### src/shared/pct_pkg.sv
// Purpose: constants and types for the palette control and test registers
// Assumes: 32-bit AXI4-Lite register bus, one word per register
// Notes: offsets and channel codes shared by design and bench
package pct_pkg;

  localparam logic [31:0] PCT_OFF_GCTL = 32'h0000_0000;
  localparam logic [31:0] PCT_OFF_TEST = 32'h0000_0004;
  localparam int PCT_ADDR_W = 4;

  localparam logic [7:0] PCT_GCTL_RESET = 8'h03;
  localparam int PCT_GCTL_LSYNC_POL = 0;
  localparam int PCT_GCTL_FSYNC_POL = 1;
  localparam int PCT_GCTL_SPLIT = 2;
  localparam int PCT_GCTL_NIBBLE = 3;
  localparam int PCT_GCTL_PEDESTAL = 4;
  localparam int PCT_GCTL_SOG = 5;
  localparam int PCT_GCTL_BIG_END = 6;
  localparam int PCT_GCTL_EXT_SEL = 7;

  // arbitrary neutral value
  localparam logic [7:0] PCT_ID_CODE = 8'h5A;

  localparam logic [1:0] PCT_RESP_OKAY = 2'b00;
  localparam logic [1:0] PCT_RESP_SLVERR = 2'b10;

  localparam int PCT_SYNC_W = 27;

  typedef enum logic [2:0] {
    PCT_CH_RED = 3'b000,
    PCT_CH_GREEN = 3'b001,
    PCT_CH_BLUE = 3'b010,
    PCT_CH_ID = 3'b011,
    PCT_CH_ACC_RED = 3'b100,
    PCT_CH_ACC_GREEN = 3'b101,
    PCT_CH_ACC_BLUE = 3'b110,
    PCT_CH_ANALOG = 3'b111
  } pct_chan_t;

  typedef struct packed {
    logic ext_sel;
    logic big_end;
    logic sog;
    logic pedestal;
    logic nibble;
    logic split;
    logic fsync_pol;
    logic lsync_pol;
  } pct_gctl_t;

  typedef struct packed {
    logic [7:0] red;
    logic [7:0] green;
    logic [7:0] blue;
  } pct_pixel_t;

endpackage

### src/pct_regs.sv
// Purpose: general control and test channel registers of a video palette
// Assumes: host on AXI4-Lite, pins synchronised here, one clock aclk
// Notes:
// Operation
// - mux select low at reset, passthrough
// - bit 7 only drives mux select level
// - bit 4 selects 0 or 7.5 IRE pedestal
// - bit 5 enables sync on green output
// - bit 6 selects little or big endian
// - bits 0..3 sync polarity, split, nibble
// - polarity bits reset 1, normal modes only
// - split and nibble exclusive, flag ignored
// - test write stores control, read data
// - three bit control selects eight channels
// - colour channel reads dac input component
// - each colour read advances, blue wraps red
// - id channel returns fixed code always
// - id read advances, never returns unless rewritten
// - flow, analog, integrity tests via control
`timescale 1ns/1ps
`default_nettype none
module pct_regs
  import pct_pkg::*;
(
  input wire logic aclk,
  input wire logic aresetn,
  input wire logic [31:0] s_awaddr,
  input wire logic s_awvalid,
  output logic s_awready,
  input wire logic [31:0] s_wdata,
  input wire logic [3:0] s_wstrb,
  input wire logic s_wvalid,
  output logic s_wready,
  output logic [1:0] s_bresp,
  output logic s_bvalid,
  input wire logic s_bready,
  input wire logic [31:0] s_araddr,
  input wire logic s_arvalid,
  output logic s_arready,
  output logic [31:0] s_rdata,
  output logic [1:0] s_rresp,
  output logic s_rvalid,
  input wire logic s_rready,
  input wire logic passthru_mode,
  input wire logic line_sync_in,
  input wire logic frame_sync_in,
  input wire logic split_nibble_flag,
  input wire pct_pixel_t dac_in,
  output logic ext_select_out,
  output logic line_sync_out,
  output logic frame_sync_out,
  output logic split_transfer_enable,
  output logic nibble_mode_enable,
  output logic split_nibble_qual,
  output logic pedestal_7p5,
  output logic green_sync_enable,
  output logic big_endian
);

  function automatic pct_chan_t pct_next_chan(input pct_chan_t c);
    case (c)
      PCT_CH_RED: pct_next_chan = PCT_CH_GREEN;
      PCT_CH_GREEN: pct_next_chan = PCT_CH_BLUE;
      PCT_CH_BLUE: pct_next_chan = PCT_CH_RED;
      PCT_CH_ID: pct_next_chan = PCT_CH_RED;
      default: pct_next_chan = c;
    endcase
  endfunction

  // a set upper address bit pushes the index to an unmapped slot
  function automatic logic [PCT_ADDR_W-1:0] pct_addr_idx(input logic [31:0] a);
    if (a[31:PCT_ADDR_W] == '0) begin
      pct_addr_idx = a[PCT_ADDR_W-1:0];
    end else begin
      pct_addr_idx = '1;
    end
  endfunction

  function automatic logic pct_is_gctl(input logic [PCT_ADDR_W-1:0] idx);
    pct_is_gctl = (idx == PCT_OFF_GCTL[PCT_ADDR_W-1:0]);
  endfunction

  function automatic logic pct_is_test(input logic [PCT_ADDR_W-1:0] idx);
    pct_is_test = (idx == PCT_OFF_TEST[PCT_ADDR_W-1:0]);
  endfunction

  // unmapped slots answer slverr and change nothing
  function automatic logic [1:0] pct_resp(input logic [PCT_ADDR_W-1:0] idx);
    if (pct_is_gctl(idx) || pct_is_test(idx)) begin
      pct_resp = PCT_RESP_OKAY;
    end else begin
      pct_resp = PCT_RESP_SLVERR;
    end
  endfunction

  // passthrough syncs already carry monitor polarity
  function automatic logic pct_sync_level(input logic lvl, input logic pol, input logic pass);
    if (pass) begin
      pct_sync_level = lvl;
    end else begin
      pct_sync_level = lvl ^ pol;
    end
  endfunction

  // a lone disagreeing stage holds the old value, so one-cycle glitches die here
  function automatic logic [PCT_SYNC_W-1:0] pct_agree(input logic [PCT_SYNC_W-1:0] a,
                                                       input logic [PCT_SYNC_W-1:0] b,
                                                       input logic [PCT_SYNC_W-1:0] held);
    pct_agree = (a & b) | (held & (a | b));
  endfunction

  pct_gctl_t gctl_q;
  pct_chan_t chan_q;
  logic [3:0] analog_sel_q;
  logic [PCT_ADDR_W-1:0] awaddr_q;
  logic aw_held_q;
  logic [7:0] wdata_q;
  logic wstrb0_q;
  logic w_held_q;
  logic [PCT_SYNC_W-1:0] s1_q;
  logic [PCT_SYNC_W-1:0] s2_q;
  logic [PCT_SYNC_W-1:0] s3_q;
  logic [PCT_SYNC_W-1:0] pins_q;
  pct_pixel_t dac_s;
  logic lsync_s;
  logic fsync_s;
  logic flag_s;
  logic do_write;
  logic wr_gctl;
  logic wr_test;
  logic do_read;
  logic [PCT_ADDR_W-1:0] rd_idx;
  logic rd_test;
  logic [31:0] rdata_d;
  logic [1:0] rresp_d;

  // three-stage pin sync; a bit changes once stages two and three agree
  always_ff @(posedge aclk) begin
    if (!aresetn) begin
      s1_q <= '0;
      s2_q <= '0;
      s3_q <= '0;
      pins_q <= '0;
    end else begin
      s1_q <= {split_nibble_flag, line_sync_in, frame_sync_in, dac_in};
      s2_q <= s1_q;
      s3_q <= s2_q;
      pins_q <= pct_agree(s2_q, s3_q, pins_q);
    end
  end

  assign dac_s = pins_q[23:0];
  assign fsync_s = pins_q[24];
  assign lsync_s = pins_q[25];
  assign flag_s = pins_q[26];

  // write channel: address and data taken in either order
  assign do_write = aw_held_q && w_held_q && !s_bvalid;
  assign wr_gctl = do_write && wstrb0_q && pct_is_gctl(awaddr_q);
  assign wr_test = do_write && wstrb0_q && pct_is_test(awaddr_q);

  // address slot; ready stays low while an address waits for its data
  always_ff @(posedge aclk) begin
    if (!aresetn) begin
      aw_held_q <= 1'b0;
      awaddr_q <= '0;
      s_awready <= 1'b0;
    end else begin
      s_awready <= !aw_held_q && !s_awready;
      if (s_awvalid && s_awready) begin
        aw_held_q <= 1'b1;
        awaddr_q <= pct_addr_idx(s_awaddr);
        s_awready <= 1'b0;
      end else if (do_write) begin
        aw_held_q <= 1'b0;
      end
    end
  end

  // data slot; only byte lane 0 carries register bits
  always_ff @(posedge aclk) begin
    if (!aresetn) begin
      w_held_q <= 1'b0;
      wdata_q <= '0;
      wstrb0_q <= 1'b0;
      s_wready <= 1'b0;
    end else begin
      s_wready <= !w_held_q && !s_wready;
      if (s_wvalid && s_wready) begin
        w_held_q <= 1'b1;
        wdata_q <= s_wdata[7:0];
        wstrb0_q <= s_wstrb[0];
        s_wready <= 1'b0;
      end else if (do_write) begin
        w_held_q <= 1'b0;
      end
    end
  end

  always_ff @(posedge aclk) begin
    if (!aresetn) begin
      s_bvalid <= 1'b0;
      s_bresp <= PCT_RESP_OKAY;
    end else if (do_write) begin
      s_bvalid <= 1'b1;
      s_bresp <= pct_resp(awaddr_q);
    end else if (s_bready) begin
      s_bvalid <= 1'b0;
    end
  end

  // general control, plain read-back
  always_ff @(posedge aclk) begin
    if (!aresetn) begin
      gctl_q <= PCT_GCTL_RESET;
    end else if (wr_gctl) begin
      gctl_q <= wdata_q;
    end
  end

  // read channel
  assign do_read = s_arvalid && s_arready;
  assign rd_idx = pct_addr_idx(s_araddr);
  assign rd_test = do_read && pct_is_test(rd_idx);

  // read word for the address on the bus; bits 31:8 stay zero
  always_comb begin
    rdata_d = '0;
    rresp_d = pct_resp(rd_idx);
    if (pct_is_gctl(rd_idx)) begin
      rdata_d[7:0] = gctl_q;
    end else if (pct_is_test(rd_idx)) begin
      // host must hold dac data steady over the read
      case (chan_q)
        PCT_CH_RED: rdata_d[7:0] = dac_s.red;
        PCT_CH_GREEN: rdata_d[7:0] = dac_s.green;
        PCT_CH_BLUE: rdata_d[7:0] = dac_s.blue;
        PCT_CH_ID: rdata_d[7:0] = PCT_ID_CODE;
        // comparator result bit is not built and reads 0
        PCT_CH_ANALOG: rdata_d[7:0] = {analog_sel_q, 1'b0, chan_q};
        default: rdata_d[7:0] = {5'h00, chan_q};
      endcase
    end
  end

  // test control word; a write in the same cycle as a read wins
  always_ff @(posedge aclk) begin
    if (!aresetn) begin
      chan_q <= PCT_CH_RED;
      analog_sel_q <= '0;
    end else if (wr_test) begin
      chan_q <= pct_chan_t'(wdata_q[2:0]);
      analog_sel_q <= wdata_q[7:4];
    end else if (rd_test) begin
      chan_q <= pct_next_chan(chan_q);
    end
  end

  always_ff @(posedge aclk) begin
    if (!aresetn) begin
      s_arready <= 1'b0;
      s_rvalid <= 1'b0;
      s_rdata <= '0;
      s_rresp <= PCT_RESP_OKAY;
    end else begin
      s_arready <= !s_rvalid && !s_arready && !s_arvalid ? 1'b1 : (!s_rvalid && !do_read);
      if (do_read) begin
        s_arready <= 1'b0;
        s_rvalid <= 1'b1;
        s_rresp <= rresp_d;
        s_rdata <= rdata_d;
      end else if (s_rready) begin
        s_rvalid <= 1'b0;
      end
    end
  end

  // video side controls
  always_ff @(posedge aclk) begin
    if (!aresetn) begin
      ext_select_out <= 1'b0;
      line_sync_out <= 1'b1;
      frame_sync_out <= 1'b1;
      split_transfer_enable <= 1'b0;
      nibble_mode_enable <= 1'b0;
      split_nibble_qual <= 1'b0;
      pedestal_7p5 <= 1'b0;
      green_sync_enable <= 1'b0;
      big_endian <= 1'b0;
    end else begin
      ext_select_out <= !passthru_mode && gctl_q.ext_sel;
      line_sync_out <= pct_sync_level(lsync_s, gctl_q.lsync_pol, passthru_mode);
      frame_sync_out <= pct_sync_level(fsync_s, gctl_q.fsync_pol, passthru_mode);
      // both set is illegal; treated as both off to stay benign
      split_transfer_enable <= gctl_q.split && !gctl_q.nibble;
      nibble_mode_enable <= gctl_q.nibble && !gctl_q.split;
      split_nibble_qual <= flag_s && (gctl_q.split ^ gctl_q.nibble);
      pedestal_7p5 <= gctl_q.pedestal;
      green_sync_enable <= gctl_q.sog;
      big_endian <= gctl_q.big_end;
    end
  end

endmodule
`default_nettype wire

### config.mk
export PLATFORM = sky130hd
export DESIGN_NAME = pct_regs
export DESIGN_NICKNAME = d
export VERILOG_FILES = /design/src/shared/pct_pkg.sv /design/src/pct_regs.sv
export SDC_FILE = /design/constraint.sdc
export NUM_CORES = 1
export LEC_CHECK = 0
export ABC_AREA = 1
export BUFFER_PORTS_ARGS = -buffer_cell sky130_fd_sc_hd__buf_2
export CAP_MARGIN = 20
export CORE_UTILIZATION = 40
export CTS_BUF_LIST = sky130_fd_sc_hd__clkbuf_16
export CTS_CLUSTER_SIZE = 16
export DETAILED_ROUTE_END_ITERATION = 8
export PLACE_DENSITY = 0.72
export SYNTH_ARGS = -nofsm -noshare
export SYNTH_HDL_FRONTEND = slang
export SYNTH_SLANG_ARGS = --single-unit
### constraint.sdc
create_clock -name aclk -period 1.7 [get_ports aclk]
set_input_delay 0 -clock aclk [delete_from_list [all_inputs] [get_ports aclk]]
set_output_delay 0 -clock aclk [all_outputs]
set_load 0.02 [all_outputs]
# ---- Word-level counts from Yosys, hierarchy flattened
# Index checks and enable logic that the tools add are counted.
dict set report op_classes {
  n_eq_ne 6
  muxes 20
  bitwise_logic 8
  n_reduce_logical 48
}
# cell n
set ops {}
lappend ops {{$logic_not 28->1} 2}
lappend ops {{$and 27x27->27} 2}
lappend ops {{$or 27x27->27} 2}
lappend ops {{$pmux 8 s5} 1}
lappend ops {{$logic_and 1x1->1} 18}
lappend ops {{$mux 8} 2}
lappend ops {{$logic_not 1->1} 12}
lappend ops {{$mux 1} 10}
lappend ops {{$reduce_bool 2->1} 5}
lappend ops {{$pmux 3 s3} 1}
lappend ops {{$eq 4x3->1 const B} 2}
lappend ops {{$logic_not 4->1} 2}
lappend ops {{$mux 4} 2}
lappend ops {{$reduce_or 2->1} 4}
lappend ops {{$eq 3x2->1 const B} 2}
lappend ops {{$mux 3} 2}
lappend ops {{$mux 2} 2}
lappend ops {{$reduce_bool 4->1} 1}
lappend ops {{$eq 3x1->1 const B} 1}
lappend ops {{$eq 3x3->1 const B} 1}
lappend ops {{$logic_not 3->1} 1}
lappend ops {{$xor 1x1->1} 3}
lappend ops {{$logic_or 1x1->1} 2}
lappend ops {{$reduce_and 2->1} 1}
lappend ops {{$not 1->1} 1}
dict set report word_totals {
  regBits 164
  in_bits 135
  out_inout_bits 50
  elab_cells 118
}

# ---- Logic depth before layout (Yosys ltp)
# Gate-level depths: netlist of the first run.
dict set report depth {
  word_depth 6
  depth_mapped 10
  depth_no_buf 9
}

# ---- Worst setup path before layout of the first run
# No wires, ideal clock.
dict set report synth_path {
  path_type {flip-flop to flip-flop}
  from {register s_bvalid}
  to {register gctl_q[3] (netlist bit)}
  setup_ns 0.119
  arrival_time_ns 1.127
  t_required_ns 1.581
  slack_ns 0.454
  stages_incl_launch_ff 7
  n_path_buf 0
  synth_period_minus_slack_ns 1.246
  cell_sequence {dfxtp_1 nor2_4 nand2_2 nor3_4 inv_2 o21ai_0 a21oi_1}
}
dict set report synth_via {
  elab_chain_len 4
}
# element line
set synth_lines {}
lappend synth_lines {{start, declared} pct_regs.sv:35} ;# output logic s_bvalid,
lappend synth_lines {{start signal, assigned} pct_regs.sv:202} ;# s_bvalid <= 1'b0;
lappend synth_lines {{start signal, assigned} pct_regs.sv:205} ;# s_bvalid <= 1'b1;
lappend synth_lines {{start signal, assigned} pct_regs.sv:208} ;# s_bvalid <= 1'b0;
lappend synth_lines {{$logic_not 1->1} pct_regs.sv:158} ;# assign do_write = aw_held_q && w_held_q && !s_bvalid;
lappend synth_lines {{$logic_and 1x1->1} pct_regs.sv:158}
lappend synth_lines {{$logic_and 1x1->1 (2 in a row)} pct_regs.sv:159} ;# assign wr_gctl = do_write && wstrb0_q && pct_is_gctl(awaddr_q);
lappend synth_lines {{end signal, assigned} pct_regs.sv:217} ;# gctl_q <= wdata_q;
lappend synth_lines {{end, declared} pct_regs.sv:112} ;# pct_gctl_t gctl_q;
# No other way between the ends.
# A chain may end at the register's enable or synchronous reset.

# ---- Worst setup path in the final report of the first run
dict set report layout_path {
  from {register s_wready}
  to {register wdata_q[7]}
}
dict set report layout_via {
  elab_chain_len 1
}
# element line
set layout_lines {}
lappend layout_lines {{start, declared} pct_regs.sv:33} ;# output logic s_wready,
lappend layout_lines {{start signal, assigned} pct_regs.sv:188} ;# s_wready <= !w_held_q && !s_wready;
lappend layout_lines {{$logic_and 1x1->1} pct_regs.sv:189} ;# if (s_wvalid && s_wready) begin
lappend layout_lines {{end signal, assigned} pct_regs.sv:191} ;# wdata_q <= s_wdata[7:0];
lappend layout_lines {{end, declared} pct_regs.sv:117} ;# logic [7:0] wdata_q;
# No other way between the ends.

==> out/metrics.yaml, run 1 <==
status: "finished clean"
area_growth_pct: 32.3
syn-cell-area_mm2: 0.00593
fin_crit_sh: 0.868
setup_viol_count_final: 0
clock_skew_ps: 8.29
grt_remaining_overflow: 0
firstDrtPassIters: 4
vias: 5018
crit_family: "buffers and inverters"
hold_viol: 0
rsz0062_at_grt: "false"
crit_slowest_cell: "dlygate4sd3_1"
hp-class: "in -> reg"
cap_violations: 0
synthDistinctLibCells: 26
crit_buf_inv: 1
grt_pass1_vias: 4543
crit_type: "reg -> reg"
clockRootBuffer: "clkbuf_16"
cp-start-kind: "flop"
ys_seq_area_frac: 0.547
via_per_inst: 4.34
routedWlPerCell_um: 10.3
io_buffers: 131
multi_input_area_mm2: 0.00202
cts_tree: "built"
postLayoutCoreUtil: 0.542
cpPeakStageDelay_ps: 570
clock_path_buffers: 2
post_cts_buffers: 0
p_leak_uw: 0.00401
ys_warn_count: 0
clk-insertion-delay-late_ps: 430
worst_ep_required_time_ps: 2020
totalWireLength_um: 11900
path_clk_slew_ps: 60
grt_max_degree: 89
drv_slew: 0
dp_hpwl_um: 7990
drc: 0
power_density_mw_per_mm2: 1060
critPathCaptureType: "flop"
nNetsFinal: 1095
syn_inst: 767
place_congestion: 0.918
synth_seq_cells: 162
crit_path_max_fanout: 14
drive_gt1_frac: 0.185
grt_pass1_wl_um: 19100
start_util: 0.410
die_h_um: 124
core_mm2: 0.0145
hold-path-cell-count: 3
die_area_mm2: 0.0153
final.min_clock_period_ps: 1480
n_antenna_cell: 0
syn_avg_cell_area_um2: 7.73
track_usage: 0.163
path_cells: "nand2_2 > o21ai_0 > dlygate4sd3_1 > nor2_1"
setup_tns_ps: 0
grt_antenna_before_repair: 0
arrival_ps: 1800
ff2ff_path_depth: 4
cts_sinks: 162
regArea_mm2: 0.00324
ir_drop_mv: 0.712
ant_nets: 0
nFillCells: 1346
die_w_um: 124
first_iter_violations: 282
num_io_pins: 185
numCtsBuffers: 17
h-tree-depth: 4
rows: 44
critical_path_cell_count: 4
fmax_mhz: 677
## routing by layer
metal  part of all wire  global-route usage  wire [µm]
met1               0.45               0.180       5320
met5                  0                   0          0
met3              0.063              0.0462        755
met4              0.015              0.0738        182
met2               0.47               0.289       5650
## cell type report
cell class                 instances  share of cell area
timing repair buffer             197               0.168
clock inverter                    15              0.0198
clock buffer                      17              0.0542
inverter                         122              0.0584
tap                              184              0.0293
multi-input combinational        458               0.257
sequential                       162               0.413
## path summary, 6_finish.rpt
| kind | startpoint | endpoint | slack (ps) |
|---|---|---|---|
| worst min register to register | s1_q[4] | s2_q[4] | 410 |
| worst max-delay path | s_wready | wdata_q[7] | 220 |
| worst min-delay path | s_wvalid | wdata_q[1] | 60 |
| worst max register to register | s_wready | wdata_q[7] | 220 |
## worst min-delay path, delay by kind of cell
family          cells  cell delay, ps
compound gates      1             100
buf+inv             1             110
simple gates        1             210
## logic make-up after synthesis
group	after synthesis	synth area share
other	1	0.000632
and+or+nand+nor	307	0.215
AOI/OAI and AO/OA	123	0.104
buffers and inverters	172	0.130
DFF	162	0.547
adders and majority gates	2	0.00422
## metrics by stage
stage / power (µW) / worst slack [ps] / std cells / hold WS, ps / instance area (µm²)
after floorplan: 4410 / 454 / 792 / 78.5 / 6030
after global placement: 4570 / 305 / 1063 / 185 / 6660
after detailed placement: 4580 / 257 / 1063 / 183 / 6660
after CTS: 8410 / 75.6 / 1155 / 157 / 7840
after global routing: 8690 / 71.4 / 1155 / 48.7 / 7850
final: 8310 / 224 / 1155 / 56.6 / 7850
## sequential cells by signal, indices dropped and copies added (netlist names), 3 cells and up
signal and cells:
s3_q 27, s_rdata 8, analog_sel_q 4, s1_q 27, awaddr_q 4, wdata_q 8, s2_q 27, chan_q 3
pins_q 27, gctl_q 8
## cell usage in the layout, fill, tap and decap left out, types with 5 or more instances in the layout
cell type	instances
nor4_1	5
nor3_1	5
buf_2	130
dfxtp_1	162
nand3_1	27
buf_4	6
conb_1	26
inv_1	117
nor2_1	108
a21oi_1	50
dlygate4sd3_1	60
nand2_1	146
o21ai_0	70
clkbuf_16	17
## where the power goes
group          switching [µW]  total [µW]  internal [µW]
Sequential               66.7        4000           3930
Clock                    1530        3700           2170
Combinational             323         609            286
Total                    1920        8310           6390
## timing repair
item | CTS | global route
hold endpoints to repair | 61 | 0
endpoints found under the setup margin | 0 | 5
hold buffers | 60 | 0
gates resized for setup | 0 | 1
## synthesized netlist by cell type (all sizes together)
cell,count,area (µm²)
a21oi,50,250
buf,34,249
clkbuf,16,61.3
clkinv,1,3.75
conb,1,3.75
dfxtp,162,3240
ha,2,25.0
inv,121,454
nand2,149,564
nand3,27,135
nand3b,3,22.5
nand4,3,18.8
nor2,113,447
nor3,7,57.6
nor4,5,31.3
o21ai,73,365
Note: power is estimated with default switching activity, not from simulation.
==> run 2, diff against run 1 <==
CORE_UTILIZATION = 51   (was 40)
PLACE_DENSITY = 0.87   (was 0.72)
==> run 2 against run 1 <==
Effect of this change: critical path depth is 1 higher; wire length rose by 4.7%; die area fell by 21%; clock-buffer cell count is the same; worst hold slack worse by 35 ps; setup slack worse by 53 ps.
==> out/metrics.yaml, run 2 (same netlist as run 1, synthesis figures left out) <==
status: "finished clean"
ir_drop_mv: 0.676
cpPeakStageDelay_ps: 570
area_growth_pct: 30.0
comb_power_share: 0.076
track_usage: 0.216
power_frac_seq: 0.495
crit_type: "reg -> reg"
setup_viol_count_final: 0
routedWlPerCell_um: 11.3
die_w_um: 110
num_io_pins: 185
path_clk_slew_ps: 60
rsz0062_at_grt: "false"
path_cells: "nand2_1 > inv_1 > o21ai_0 > a21oi_1 > dlygate4sd3_1"
drive_gt1_frac: 0.187
clock_skew_ps: 6.84
drc: 0
critPathCaptureType: "flop"
clock_path_buffers: 2
switching_share: 0.232
crit_path_max_fanout: 6
switchingPower_uw: 1870
final.min_clock_period_ps: 1530
nNetsFinal: 1088
layout_commonest_cell: "dfxtp_1"
worst_ep_required_time_ps: 2000
core_mm2: 0.0114
io_buffers: 131
cap_violations: 0
cts_sinks: 162
p_int_uw: 6210
dp_worst_setup_slack_ps: 292
layout_common_cells: "dfxtp_1, nand2_1, buf_2"
clockRootBuffer: "clkbuf_16"
clk-insertion-delay-late_ps: 420
via_per_inst: 4.68
grt_remaining_overflow: 0
ant_nets: 0
cts_tree: "built"
drv_slew: 0
start_util: 0.522
power_density_mw_per_mm2: 1050
grt_pass1_wl_um: 19900
rows: 39
hold_viol: 0
grt_pass1_vias: 4729
totalWireLength_um: 12500
cp-start-kind: "flop"
ff2ff_path_depth: 5
h-tree-depth: 4
n_antenna_cell: 0
p_leak_uw: 0.00396
grt_max_degree: 84
crit_buf_inv: 2
vias: 5183
crit_family: "buffers and inverters"
arrival_ps: 1830
firstDrtPassIters: 5
die_area_mm2: 0.0121
dp_hpwl_um: 8240
postLayoutCoreUtil: 0.678
fmax_mhz: 654
first_iter_violations: 260
fin_crit_sh: 0.899
die_h_um: 110
numCtsBuffers: 17
hold-path-cell-count: 5
crit_slowest_cell: "dlygate4sd3_1"
setup_tns_ps: 0
critical_path_cell_count: 5
hp-class: "in -> reg"
clkPwrFrac: 0.429
grt_antenna_before_repair: 0
setup_ws_ps: 171
place_congestion: 0.896
run 2: cell count changes in the layout (fill, tap and decap cells not counted), moves of 2 or more:
cell / change
clkinv_4: +2
dlygate4sd3_1: -9
inv_6: -3
clkinvlp_4: +2
buf_12: +2
run 2: layout make-up:
type,count,area (µm²)
Clock inverter,15,120
Clock buffer,17,425
Timing Repair Buffer,190,1270
Inverter,122,462
Multi-Input combinational cell,458,2010
Sequential cell,162,3240
Fill cell,893,3660
Tap cell,143,179
run 2: final timing paths:
path           startpoint          end  slack [ps]
max             s_awready  awaddr_q[0]         170
min          s_awaddr[30]  awaddr_q[2]          20
max reg2reg     s_awready  awaddr_q[0]         170
min reg2reg      s1_q[22]     s2_q[22]         410
run 2: power groups by stage:
stage	sequential (µW)	clock (µW)	combinational, µW
4_1_cts	4000	3520	609
6_report	4000	3460	615
3_3_place_gp	4070	0	503
5_1_grt	4010	3690	702
3_5_place_dp	4080	0	513
2_1_floorplan	4090	0	317
run 2: through the flow:
step	hold WS (ps)	total power, µW	cell area, µm²	std cells
floorplan	78.5	4410	6030	792
global placement	181	4580	6640	1022
detailed placement	185	4590	6640	1022
CTS	1.03	8130	7690	1105
global route	46.9	8400	7710	1107
finish	21.2	8080	7710	1107
run 2: routing by layer:
layer | GRT usage | vias up | routed length (µm) | share of wire
met4 | 0.0952 | 0 | 287 | 0.023
met1 | 0.222 | 2279 | 5070 | 0.41
li1 | - | 2682 | - | -
met2 | 0.408 | 198 | 6380 | 0.51
met3 | 0.0557 | 24 | 740 | 0.059
met5 | 0 | - | 0 | 0
run 2: what timing repair did:
action	CTS	global route
setup buffers	0	2
hold buffers	51	0
endpoints found under the hold margin	54	0
gates resized for setup	0	1
endpoints found under the setup margin	0	1
run 2: tightest hold or removal path, delay by kind of cell:
family	cells	cell delay (ps)
AOI/OAI and AO/OA	1	140
buffers and inverters	1	80
and+or+nand+nor	3	170
==> run 3, diff against run 2 <==
==> constraint.sdc (replaced) <==
create_clock -name aclk -period 1.7 [get_ports aclk]
set_input_delay 0.34 -clock aclk [delete_from_list [all_inputs] [get_ports aclk]]
set_output_delay 0.34 -clock aclk [all_outputs]
set_load 0.02 [all_outputs]
==> run 3 against run 2 <==
Effect of this change: critical path depth rose by 4; wire length fell by 9.4%; sequential power about the same; register-to-register slack improved by 40 ps; clock-buffer cell count is the same; flip-flop and latch count did not move; worst hold slack improved by 70 ps; combinational power decreased by 18%; first-iteration DRC count fell by 29%; via count is 5.2% lower; maximum frequency is 3.0% higher.
==> out/metrics.yaml, run 3 (same netlist as run 1, synthesis figures left out) <==
ir_drop_mv: 0.503
hp-class: "in -> reg"
die_area_mm2: 0.0121
rows: 39
io_buffers: 131
placed_cell_area_mm2: 0.00663
post_cts_buffers: 0
vias: 4912
cts_sinks: 162
crit_buf_inv: 2
grt_pass1_wl_um: 17800
start_util: 0.522
status: "finished clean"
power_density_mw_per_mm2: 1110
post-place-cells: 1023
worstReg2RegStart: "chan_q[2]"
fmax_mhz: 674
totalWireLength_um: 11300
clock_skew_ps: 7.81
cts_tree: "built"
drive_gt1_frac: 0.200
dp_hpwl_um: 7860
track_usage: 0.194
place_congestion: 0.834
numCtsBuffers: 17
cp-start-kind: "flop"
cpPeakStageDelay_ps: 480
hp-start: "line_sync_in"
path_clk_slew_ps: 70
path_cells: "inv_1 > nand2_1 > inv_2 > nand2_1 > o21ai_0 > nor2_1 > nor2_1 > nor2_1 > nor2_1"
grt_max_degree: 78
layout_common_cells: "dfxtp_1, nand2_1, buf_2"
worst_ep_required_time_ps: 2010
multi_input_area_mm2: 0.00201
grt_antenna_before_repair: 0
clk-insertion-delay-late_ps: 420
setup_tns_ps: 0
num_io_pins: 185
ant_nets: 0
startpoint: "chan_q[2]"
area_growth_pct: 21.1
timing.critical_path.mode_cell: "nor2_1"
n_antenna_cell: 0
cts_resized: 0
crit_family: "simple AND/OR/NAND/NOR gates"
postLayoutCoreUtil: 0.632
crit_type: "reg -> reg"
cts_hold_buf: 0
grt_remaining_overflow: 0
hold_viol: 0
drc: 0
grt_pass1_vias: 4267
layout_commonest_cell: "dfxtp_1"
instances_no_fill: 1055
cap_violations: 0
arrival_ps: 1790
clockRootBuffer: "clkbuf_16"
critPathCaptureType: "flop"
nNetsFinal: 1036
regArea_mm2: 0.00324
stdcell_area_mm2: 0.00719
clock_path_buffers: 2
final.min_clock_period_ps: 1480
p_leak_uw: 0.00374
firstDrtPassIters: 4
core_mm2: 0.0114
first_iter_violations: 185
fin_crit_sh: 0.873
nFillCells: 963
drv_slew: 0
h-tree-depth: 4
setup_viol_count_final: 0
die_h_um: 110
crit_slowest_cell: "dfxtp_1"
routedWlPerCell_um: 10.7
regToRegSetupSlack_ps: 220
die_w_um: 110
via_per_inst: 4.66
crit_path_max_fanout: 7
rsz0062_at_grt: "false"
run 3: routing by layer:
| layer | vias to the layer above | routed length, µm | track usage |
|---|---|---|---|
| met4 | 0 | 314 | 0.0952 |
| met1 | 2130 | 4660 | 0.207 |
| met2 | 173 | 5540 | 0.346 |
| met5 | - | 0 | 0 |
| li1 | 2583 | - | - |
| met3 | 26 | 780 | 0.0605 |
run 3: worst reg2reg max path, cell delays in order (launching register included):
cell	delay, ps
dfxtp_1	480
inv_1	170
nand2_1	120
inv_2	60
nand2_1	50
o21ai_0	120
nor2_1	140
nor2_1	60
nor2_1	110
nor2_1	50
run 3: final timing paths:
kind           endpoint  depth (start not counted)
max          s_rdata[6]                          9
max reg2reg  s_rdata[6]                          9
min            s1_q[25]                          3
min reg2reg     s2_q[0]                          2
run 3: where the power goes:
group / leakage (µW) / internal (µW) / switching, µW
clock: 0.000266 / 1910 / 1600
combinational: 0.00215 / 199 / 308
sequential: 0.00132 / 3930 / 66.7
run 3: through the flow:
step / hold slack (ps) / power (µW) / worst slack, ps
global route: 92.7 / 8330 / 66.0
detailed placement: 397 / 4590 / 251
CTS: 77.7 / 8070 / 234
floorplan: 390 / 4410 / 454
global placement: 393 / 4570 / 261
finish: 91.1 / 8010 / 216
run 3: final cells by class:
cell class                 count  area share
inverter                     122      0.0637
clock inverter                15      0.0181
sequential                   162       0.451
multi-input combinational    458       0.280
clock buffer                  17      0.0592
timing repair buffer         138       0.102
tap                          143      0.0249
